$ cat config.mk
export PLATFORM = sky130hd
export DESIGN_NAME = wt_timer
export DESIGN_NICKNAME = d
export VERILOG_FILES = /design/src/inc/wt_pkg.sv /design/src/logic/wt_timer.sv
export SDC_FILE = /design/constraint.sdc
export NUM_CORES = 1
export LEC_CHECK = 0
export BUFFER_PORTS_ARGS = -buffer_cell sky130_fd_sc_hd__buf_2
export CORE_MARGIN = 1.5
export CORE_UTILIZATION = 45
export CTS_BUF_LIST = sky130_fd_sc_hd__clkbuf_4 sky130_fd_sc_hd__clkbuf_8 sky130_fd_sc_hd__clkbuf_16
export DETAILED_ROUTE_END_ITERATION = 16
export PLACE_DENSITY = 0.75
export SLEW_MARGIN = 20
export SYNTH_ARGS = -nofsm -noshare
export SYNTH_HDL_FRONTEND = slang
export SYNTH_SLANG_ARGS = --single-unit
$ cat constraint.sdc
create_clock -name ref_clk -period 2.6 [get_ports ref_clk]
set_input_delay 0.26 -clock ref_clk [delete_from_list [all_inputs] [get_ports ref_clk]]
set_output_delay 0.26 -clock ref_clk [all_outputs]
set_load 0.05 [all_outputs]
$ cat src/inc/wt_pkg.sv
`default_nettype none
package wt_pkg;
  // ==========================================================
  // register map
  localparam logic [7:0] WT_ADDR_MASK  = 8'h04;
  localparam logic [7:0] WT_ADDR_FLAGS = 8'h05;
  localparam logic [7:0] WT_ADDR_MODE  = 8'h06;
  localparam logic [7:0] WT_ADDR_EDGE  = 8'h0c;
  localparam logic [7:0] WT_ADDR_PADIE = 8'h0d;
  localparam logic [7:0] WT_ADDR_PBDIE = 8'h0e;
  localparam logic [7:0] WT_ADDR_PSEL  = 8'h0f;
  localparam logic [7:0] WT_ADDR_CNTL  = 8'h20;
  localparam logic [7:0] WT_ADDR_CNTH  = 8'h21;
  // ==========================================================
  // reset values
  localparam logic [7:0] WT_RST_ZERO  = 8'h00;
  localparam logic [7:0] WT_RST_PADIE = 8'hf9;
  localparam logic [7:0] WT_RST_PBDIE = 8'hff;
  // ==========================================================
  // field positions
  localparam int WT_MODE_SRC_LSB = 5;
  localparam int WT_MODE_DIV_LSB = 3;
  localparam int WT_MODE_BIT_LSB = 0;
  localparam int WT_EDGE_TMR     = 4;
  localparam int WT_EDGE_F1_LSB  = 2;
  localparam int WT_EDGE_F0_LSB  = 0;
  localparam int WT_PADIE_PIN0   = 0;
  localparam int WT_PADIE_PIN4   = 4;
  localparam int WT_PBDIE_PIN0   = 0;
  localparam int WT_PBDIE_PIN5   = 5;
  localparam int WT_PSEL_F0_PB5  = 0;
  localparam int WT_PSEL_F1_PA4  = 1;
  localparam int WT_FLAG_PIN0    = 0;
  localparam int WT_FLAG_PIN1    = 1;
  localparam int WT_FLAG_TIMER   = 2;
  localparam int WT_FLAG_CONV    = 3;
  localparam int WT_FLAG_CMP     = 4;
  localparam int WT_FLAG_PWM0    = 5;
  localparam int WT_FLAG_TMR2    = 6;
  localparam int WT_FLAG_TMR3    = 7;
  localparam int WT_EVT_BIT_BASE = 8;
  // ==========================================================
  // codes
  typedef enum logic [2:0] {
    WT_SRC_OFF  = 3'b000,
    WT_SRC_SYS  = 3'b001,
    WT_SRC_RSV  = 3'b010,
    WT_SRC_PA4  = 3'b011,
    WT_SRC_FAST = 3'b100,
    WT_SRC_XTAL = 3'b101,
    WT_SRC_SLOW = 3'b110,
    WT_SRC_PA0  = 3'b111
  } wt_src_t;
  localparam logic [1:0] WT_PEDGE_BOTH = 2'h0;
  localparam logic [1:0] WT_PEDGE_RISE = 2'h1;
  localparam logic [1:0] WT_PEDGE_FALL = 2'h2;
  localparam logic [5:0] WT_DIV1_MASK  = 6'h00;
  localparam logic [5:0] WT_DIV4_MASK  = 6'h03;
  localparam logic [5:0] WT_DIV16_MASK = 6'h0f;
  localparam logic [5:0] WT_DIV64_MASK = 6'h3f;
  // ==========================================================
  // carriers
  typedef struct packed {
    logic [7:0] addr;
    logic [7:0] wdata;
    logic       wr;
    logic       rd;
  } wt_bus_req_t;
  typedef struct packed {
    logic fast_tick;
    logic xtal_tick;
    logic slow_tick;
  } wt_osc_t;
  typedef struct packed {
    logic conv;
    logic tmr2;
    logic tmr3;
    logic pwm0;
    logic pwm1;
    logic pwm2;
    logic cmp;
  } wt_periph_t;
  typedef struct packed {
    logic pa0;
    logic pa4;
    logic pb0;
    logic pb5;
  } wt_pins_t;
endpackage
`default_nettype wire

$ cat src/logic/wt_timer.sv
`timescale 1ns/1ps
`default_nettype none
module wt_timer #(
  parameter bit FLAG7_USE_PWM = 1'b0,
  parameter bit FLAG4_USE_PWM = 1'b0
) (
  // clock and reset
  input  wire logic            ref_clk,
  input  wire logic            reset_n,
  // register port
  input  wire wt_pkg::wt_bus_req_t bus,
  output var  logic [7:0]      rdata,
  // clock source ticks
  input  wire wt_pkg::wt_osc_t osc,
  // peripheral requests
  input  wire wt_pkg::wt_periph_t periph,
  // pins
  input  wire wt_pkg::wt_pins_t pins,
  // interrupt
  output var  logic            irq
);
  import wt_pkg::*;

  // ==========================================================
  // reset release
  logic rst_meta_n;
  logic rst_n;
  always_ff @(posedge ref_clk or negedge reset_n) begin
    if (!reset_n) begin
      rst_meta_n <= 1'b0;
      rst_n      <= 1'b0;
    end else begin
      rst_meta_n <= 1'b1;
      rst_n      <= rst_meta_n;
    end
  end

  // ==========================================================
  // registers
  logic [7:0]  mask;
  logic [7:0]  flags;
  logic [7:0]  mode;
  logic [7:0]  edge_cfg;
  logic [7:0]  padie;
  logic [7:0]  pbdie;
  logic [7:0]  psel;
  logic [15:0] count;

  logic wr_mask;
  logic wr_flags;
  logic wr_mode;
  logic wr_edge;
  logic wr_padie;
  logic wr_pbdie;
  logic wr_psel;
  assign wr_mask  = bus.wr && (bus.addr == WT_ADDR_MASK);
  assign wr_flags = bus.wr && (bus.addr == WT_ADDR_FLAGS);
  assign wr_mode  = bus.wr && (bus.addr == WT_ADDR_MODE);
  assign wr_edge  = bus.wr && (bus.addr == WT_ADDR_EDGE);
  assign wr_padie = bus.wr && (bus.addr == WT_ADDR_PADIE);
  assign wr_pbdie = bus.wr && (bus.addr == WT_ADDR_PBDIE);
  assign wr_psel  = bus.wr && (bus.addr == WT_ADDR_PSEL);

  always_ff @(posedge ref_clk or negedge rst_n) begin
    if (!rst_n) begin
      mask     <= WT_RST_ZERO;
      mode     <= WT_RST_ZERO;
      edge_cfg <= WT_RST_ZERO;
      padie    <= WT_RST_PADIE;
      pbdie    <= WT_RST_PBDIE;
      psel     <= WT_RST_ZERO;
    end else begin
      if (wr_mask) begin
        mask <= bus.wdata;
      end
      if (wr_mode) begin
        mode <= bus.wdata;
      end
      if (wr_edge) begin
        edge_cfg <= bus.wdata;
      end
      if (wr_padie) begin
        padie <= bus.wdata;
      end
      if (wr_pbdie) begin
        pbdie <= bus.wdata;
      end
      if (wr_psel) begin
        psel <= bus.wdata;
      end
    end
  end

  // ==========================================================
  // pin edges
  wt_pins_t pins_q;
  always_ff @(posedge ref_clk or negedge rst_n) begin
    if (!rst_n) begin
      pins_q <= '0;
    end else begin
      pins_q <= pins;
    end
  end

  logic pa0_en;
  logic pa4_en;
  logic pb0_en;
  logic pb5_en;
  assign pa0_en = padie[WT_PADIE_PIN0];
  assign pa4_en = padie[WT_PADIE_PIN4];
  assign pb0_en = pbdie[WT_PBDIE_PIN0];
  assign pb5_en = pbdie[WT_PBDIE_PIN5];

  logic pa0_fall;
  logic pa4_fall;
  assign pa0_fall = pa0_en && pins_q.pa0 && !pins.pa0;
  assign pa4_fall = pa4_en && pins_q.pa4 && !pins.pa4;

  // ==========================================================
  // clock source select
  wt_src_t src;
  logic    src_tick;
  assign src = wt_src_t'(mode[WT_MODE_SRC_LSB +: 3]);

  always_comb begin
    unique case (src)
      WT_SRC_OFF:  src_tick = 1'b0;
      WT_SRC_SYS:  src_tick = 1'b1;
      WT_SRC_RSV:  src_tick = 1'b0;
      WT_SRC_PA4:  src_tick = pa4_fall;
      WT_SRC_FAST: src_tick = osc.fast_tick;
      WT_SRC_XTAL: src_tick = osc.xtal_tick;
      WT_SRC_SLOW: src_tick = osc.slow_tick;
      WT_SRC_PA0:  src_tick = pa0_fall;
    endcase
  end

  // ==========================================================
  // pre-divider
  logic [5:0] div_mask;
  logic [5:0] pre_cnt;
  logic       step;

  always_comb begin
    unique case (mode[WT_MODE_DIV_LSB +: 2])
      2'h0: div_mask = WT_DIV1_MASK;
      2'h1: div_mask = WT_DIV4_MASK;
      2'h2: div_mask = WT_DIV16_MASK;
      2'h3: div_mask = WT_DIV64_MASK;
    endcase
  end

  assign step = src_tick && ((pre_cnt & div_mask) == div_mask);

  always_ff @(posedge ref_clk or negedge rst_n) begin
    if (!rst_n) begin
      pre_cnt <= 6'h00;
    end else if (src_tick) begin
      pre_cnt <= step ? 6'h00 : pre_cnt + 6'h01;
    end
  end

  // ==========================================================
  // counter
  logic [15:0] next_count;
  assign next_count = count + 16'h0001;

  always_ff @(posedge ref_clk or negedge rst_n) begin
    if (!rst_n) begin
      count <= 16'h0000;
    end else if (step) begin
      count <= next_count;
    end
  end

  // ==========================================================
  // timer event
  logic [3:0] evt_idx;
  logic       old_bit;
  logic       new_bit;
  logic       tmr_evt;
  assign evt_idx = 4'(WT_EVT_BIT_BASE) +
                   {1'b0, mode[WT_MODE_BIT_LSB +: 3]};
  assign old_bit = count[evt_idx];
  assign new_bit = next_count[evt_idx];
  assign tmr_evt = step && (edge_cfg[WT_EDGE_TMR] ?
                   (old_bit && !new_bit) :
                   (!old_bit && new_bit));

  // ==========================================================
  // pin request edges
  function automatic logic pin_hit(input logic [1:0] sel,
                                   input logic       en,
                                   input logic       prev,
                                   input logic       cur);
    logic rise;
    logic fall;
    rise = en && !prev && cur;
    fall = en && prev && !cur;
    unique case (sel)
      WT_PEDGE_BOTH: pin_hit = rise || fall;
      WT_PEDGE_RISE: pin_hit = rise;
      WT_PEDGE_FALL: pin_hit = fall;
      default:       pin_hit = 1'b0;
    endcase
  endfunction

  logic f0_hit;
  logic f1_hit;
  always_comb begin
    if (psel[WT_PSEL_F0_PB5]) begin
      f0_hit = pin_hit(edge_cfg[WT_EDGE_F0_LSB +: 2], pb5_en,
                       pins_q.pb5, pins.pb5);
    end else begin
      f0_hit = pin_hit(edge_cfg[WT_EDGE_F0_LSB +: 2], pa0_en,
                       pins_q.pa0, pins.pa0);
    end
    if (psel[WT_PSEL_F1_PA4]) begin
      f1_hit = pin_hit(edge_cfg[WT_EDGE_F1_LSB +: 2], pa4_en,
                       pins_q.pa4, pins.pa4);
    end else begin
      f1_hit = pin_hit(edge_cfg[WT_EDGE_F1_LSB +: 2], pb0_en,
                       pins_q.pb0, pins.pb0);
    end
  end

  // ==========================================================
  // request flags
  logic [7:0] set_vec;
  logic [7:0] clr_vec;
  logic [7:0] next_flags;

  always_comb begin
    set_vec = 8'h00;
    set_vec[WT_FLAG_PIN0]  = f0_hit;
    set_vec[WT_FLAG_PIN1]  = f1_hit;
    set_vec[WT_FLAG_TIMER] = tmr_evt;
    set_vec[WT_FLAG_CONV]  = periph.conv;
    set_vec[WT_FLAG_CMP]   = FLAG4_USE_PWM ?
                             periph.pwm1 : periph.cmp;
    set_vec[WT_FLAG_PWM0]  = periph.pwm0;
    set_vec[WT_FLAG_TMR2]  = periph.tmr2;
    set_vec[WT_FLAG_TMR3]  = FLAG7_USE_PWM ?
                             periph.pwm2 : periph.tmr3;
  end

  assign clr_vec    = wr_flags ? bus.wdata : 8'h00;
  assign next_flags = (flags & ~clr_vec) | set_vec;

  always_ff @(posedge ref_clk or negedge rst_n) begin
    if (!rst_n) begin
      flags <= WT_RST_ZERO;
    end else begin
      flags <= next_flags;
    end
  end

  // ==========================================================
  // interrupt output
  always_ff @(posedge ref_clk or negedge rst_n) begin
    if (!rst_n) begin
      irq <= 1'b0;
    end else begin
      irq <= |(flags & mask);
    end
  end

  // ==========================================================
  // read port
  always_ff @(posedge ref_clk or negedge rst_n) begin
    if (!rst_n) begin
      rdata <= 8'h00;
    end else if (bus.rd) begin
      unique case (bus.addr)
        WT_ADDR_MASK:  rdata <= mask;
        WT_ADDR_FLAGS: rdata <= flags;
        WT_ADDR_MODE:  rdata <= mode;
        WT_ADDR_PSEL:  rdata <= psel;
        WT_ADDR_CNTL:  rdata <= count[7:0];
        WT_ADDR_CNTH:  rdata <= count[15:8];
        default:       rdata <= 8'h00;
      endcase
    end else begin
      rdata <= 8'h00;
    end
  end
endmodule
`default_nettype wire

-- After elaboration in Yosys (flattened, before gate mapping)
Index checks and enable logic that the tools add are counted.
- bits in registers: 85
- bits in latches: 0
- memory bits (writable): 0
- memory bits (read-only): 0
- input bits: 34
- output and inout bits: 9
- logic and storage cells: 114
- memories kept: 0
- $add $sub $neg: 3
- multiply operators: 0
- divide/modulo/power cells: 0
- order comparisons: 1
- equality and inequality tests: 24
- shift-type cells: 0
- muxes and demuxes: 17
- bitwise logic cells: 5
- reductions and logical operators: 47
- operators by type and width (cell ; count):
    $pmux W8 S6 ; 1
    $eq A8 B4 Y1 const B ; 4
    $logic_and A1 B1 Y1 ; 27
    $eq A8 B3 Y1 const B ; 3
    $pmux W6 S4 ; 1
    $add A16 B1 Y16 const B ; 1
    $and A8 B8 Y8 ; 2
    $eq A8 B6 Y1 const B ; 2
    $mux W8 ; 2
    $eq A3 B3 Y1 const B ; 4
    $pmux W1 S3 ; 4
    $logic_not A1 Y1 ; 10
    $bmux W1 S4 ; 2
    $eq A2 B2 Y1 const B ; 4
    $not A8 Y8 ; 1
    $or A8 B8 Y8 ; 1
    $reduce_or A8 Y1 ; 1
    $pmux W1 S7 ; 1
    $add A6 B1 Y6 const B ; 1
    $and A6 B6 Y6 ; 1
    $eq A2 B1 Y1 const B ; 3
    $eq A3 B2 Y1 const B ; 2
    $eq A6 B6 Y1 ; 1
    $logic_not A2 Y1 ; 3
    8 further kinds ; 15

-- Longest topological paths before layout
- word-level depth: 8
- depth in mapped cells: 8
- gate-level depth less buffers: 7

-- Worst setup path after synthesis
OpenSTA, ideal clock, no wires.
- path kind: reg2reg
- from: register count[0]
- to: register flags[2]
- setup time: 0.079 ns
- arrival: 1.723 ns
- data required time: 2.521 ns
- setup slack: 0.797 ns
- stages on the path, launching flop included: 8
- path buffers: 0
- clock period less this slack: 1.803 ns
- cells stage by stage: dfrtp_1 ha_1 nand3_2 o31a_1 nor3_1 a2111oi_2 a311oi_1 mux2i_1
- longest elaborated chain between the ends: 8
- elaborated cells between the ends (all ways): 12
- those cells by class: add/sub: 1; mux: 5; bitwise: 1; reduce/logical: 5
- RTL lines (what ; line ; RTL):
    start, declared ; wt_timer.sv:47 ; logic [15:0] count;
    start signal, assigned ; wt_timer.sv:172 ; count <= next_count;
    $add A16 B1 Y16 ; wt_timer.sv:166 ; assign next_count = count + 16'h0001;
    $bmux W1 S4 ; wt_timer.sv:185 ; assign new_bit = next_count[evt_idx];
    $mux W1 (implied by the code) ; wt_timer.sv:185 ;
    $logic_not A1 Y1 ; wt_timer.sv:187 ; (old_bit && !new_bit) :
    $logic_and A1 B1 Y1 ; wt_timer.sv:187 ;
    $mux W1 (*) ; wt_timer.sv:186 ; assign tmr_evt = step && (edge_cfg[WT_EDGE_TMR] ?
    $logic_and A1 B1 Y1 (*) ; wt_timer.sv:186 ;
    $or A8 B8 Y8 (*) ; wt_timer.sv:248 ; assign next_flags = (flags & ~clr_vec) | set_vec;
    via next_flags[2] ; wt_timer.sv:231 ; logic [7:0] next_flags;
    end signal, assigned ; wt_timer.sv:254 ; flags <= next_flags;
    end, declared ; wt_timer.sv:41 ; logic [7:0] flags;
Mark *: on every way through the listed nets, which the timed path passes. The rest lies on a longest branch. The select of a mux whose other input is x is not followed.
A chain may end at the register's enable or synchronous reset.

-- Worst setup path after layout
- from: register count[5]
- to: register flags[2]
The elaborated chain is that of the path after synthesis.

==> impl_metrics.yaml <==
run_status:
  status: "finished, final reports clean"
drt:
  dr.pass1.iters: 6
  routed_wl_um: 8673
  avgViaCountPerCell: 6.014
  vias: 2965
  drtIter0Drc: 200
  drtAntennaViolNets: 0
  routedWlPerCell_um: 17.59
  drcViolationCount: 0
cts:
  cts_resized: 0
  max-clock-path-buffers: 2
  clkLatencyLatePin_ps: 360
  cts.sinks: 78
  cts_tree: "yes"
  clock_tree.root_cell: "clkbuf_8"
  clk_pin_slew_worst_paths_ps: 90
  cts_max_level: 3
  cts_inserted_buffers: 9
critical_path:
  required_ps: 2880
  cp_max_fo: 12
  critical_path_class: "flop to flop"
  worstPathArrival_ps: 2410
  end_kind: "flop"
  start_kind: "flop"
sta:
  fin_ws_ps: 469.2
  fin_hold_ws_ps: 26.44
  worst_pin_slew_ps: 624.3
  fin_crit_sh: 0.8195
  finalCriticalPeriod_ps: 2131
  setup_viol: 0
  drv_slew: 0
  relSlewSlack: 0.5838
  skew_ps: 14.99
  rsz0062_at_grt: "no"
  finalSetupTns_ps: 0
  fmax_mhz: 469.3
  hold_violations: 0
yosys:
  syn_area_per_cell_um2: 11.45
  synth_edf_count: 0
  syn_area_um2: 3849
  ys_types: 55
  syn_inst: 336
  synthArstFlopShare: 1.000
  ys_ff_latch: 78
  synth_ff_type: "dfrtp_1"
  syn-num-nets: 372
  synth.yosys.seq_area_share: 0.5085
  yosys_warnings: 0
floorplan:
  row_count: 33
  initial_core_util: 0.4661
  die_w_um: 95.48
  core_area_um2: 8258
  ioPinCount: 43
  die_h_um: 95.48
  fp.dieArea_um2: 9116
placement:
  place_ws_ps: 415.0
  io_buffers: 40
  place.gp.congestion: 0.8597
  place_hpwl_um: 6402
grt:
  overflow: 0
  grt_max_degree: 49
  grt_pass1_wl_um: 14610
  grt_pass1_vias: 2978
  antenna_found_initial: 0
  track_usage: 0.2121
power:
  peakVddDrop_v: 0.0003634
  powerDensity_nw_per_um2: 563.8
  power_leakage_nw: 1.920
cells_and_area:
  area_growth_pct: 13.88
  finalNetCount: 419
  fill_cells: 727
  n_antenna_cell: 0
  drive_above_1_share: 0.2861
hold_path:
  hold_class: "input pin to flop"
flow_run:
  maxCapViolCount: 0
final timing paths:
path                                         to                 start  slack [ps]  cells past startpoint
max                          flags[2]$_DFF_PN0_  count[5]$_DFFE_PN0P_         470                      6
min                         pins_q[3]$_DFF_PN0_               pins[3]          30                      1
max reg2reg                  flags[2]$_DFF_PN0_  count[5]$_DFFE_PN0P_         470                      6
min reg2reg                 pins_q[2]$_DFF_PN0_       rst_n$_DFF_PN0_         290                      0
max in group asynchronous  count[3]$_DFFE_PN0P_       rst_n$_DFF_PN0_        1630                      1
min in group asynchronous       rst_n$_DFF_PN0_               reset_n         200                      2
layout make-up:
cell class,count,area [um2],area share
Sequential cell,78,1958,0.4468
Multi-Input combinational cell,239,1802,0.4111
Timing Repair Buffer,48,275.3,0.06280
Tap cell,105,131.4,0.02997
Clock buffer,9,123.9,0.02826
Clock inverter,7,66.31,0.01513
Inverter,7,26.28,0.005995
cells in the mapped netlist (4+ instances only):
library cell,number,share of area
dfrtp_1,74,0.48
mux2_2,28,0.082
nand2_1,27,0.026
nor2_1,18,0.018
a222oi_1,16,0.042
nor3_1,16,0.021
nand3_1,12,0.016
xnor2_1,10,0.023
a21boi_0,9,0.018
a21o_1,8,0.016
o21ai_0,8,0.010
xor2_1,8,0.018
inv_1,7,0.0068
mux2_1,6,0.018
nor3b_1,6,0.012
buf_2,5,0.0065
nand2b_1,5,0.0081
a22oi_1,4,0.0078
a31oi_1,4,0.0065
clkbuf_1,4,0.0039
dfstp_2,4,0.027
layout by cell type, fill, tap and decap left out, types with 3 or more instances in the layout:
cell and n:
dfrtp_1 73, buf_2 40, mux2_2 28, nand2_1 27
nor2_1 18, nor3_1 16, a222oi_1 16, nand3_1 12
xnor2_1 10, a21boi_0 9, clkbuf_8 9, a21o_1 8
o21ai_0 8, xor2_1 8, inv_1 7, nor3b_1 6
mux2_1 6, buf_4 6, nand2b_1 5, a31oi_1 4
a22oi_1 4, dfstp_2 4, nand3b_1 3, a21oi_1 3
nand4_2 3, or2_1 3, nor4_1 3, nand4_1 3
o211ai_1 3
worst max-delay path, stage by stage (launching register included):
cell	delay (ps)
dfrtp_1	460
nand4_2	330
o31a_1	390
nor3_1	190
a2111oi_2	80
a311oi_1	400
mux2i_1	220
metrics by stage:
stage,instances,utilization,area (um2),total power (W)
6_report,493,0.5308,4383,0.002471
5_1_grt,493,0.5308,4383,0.002586
4_1_cts,493,0.5308,4383,0.002491
3_5_place_dp,476,0.5065,4183,0.001639
3_3_place_gp,476,0.5065,4183,0.001623
2_1_floorplan,336,-,3849,0.001533
per-layer routing:
layer,vias to the layer above,track usage,part of all wire
met3,16,0.03907,0.055
met4,0,0.07598,0.018
li1,1359,-,-
met1,1491,0.2695,0.41
met2,99,0.3611,0.51
met5,-,0,0
power breakdown:
group	switching, W	internal, W	leakage, nW
logic	0.000126	0.000107	0.821
registers	0.0000940	0.00129	1.00
clock network	0.000488	0.000367	0.0949
registers in the layout, indices dropped and copies added (netlist names):
signal / count
count: 16
flags: 8
mask: 8
mode: 8
psel: 8
rdata: 8
pre_cnt: 6
edge_cfg: 5
pins_q: 4
padie: 2
pbdie: 2
irq: 1
rst_meta_n: 1
rst_n: 1
logic make-up after synthesis:
family          count (synthesis)  synth area share
flops                          78            0.5085
other cells                     1         0.0009744
xor+xnor                       18           0.04096
mux                            38            0.1164
buf+inv                        19           0.02341
compound gates                 69            0.1417
fa+ha+maj                       2          0.006501
simple gates                  111            0.1616
timing repair:
action / in CTS / in global routing
buffers inserted: 0 / 0
hold buffers: 1 / 0
hold endpoints to repair: 2 / 0
No activity file was read; power rests on OpenSTA's default activity.
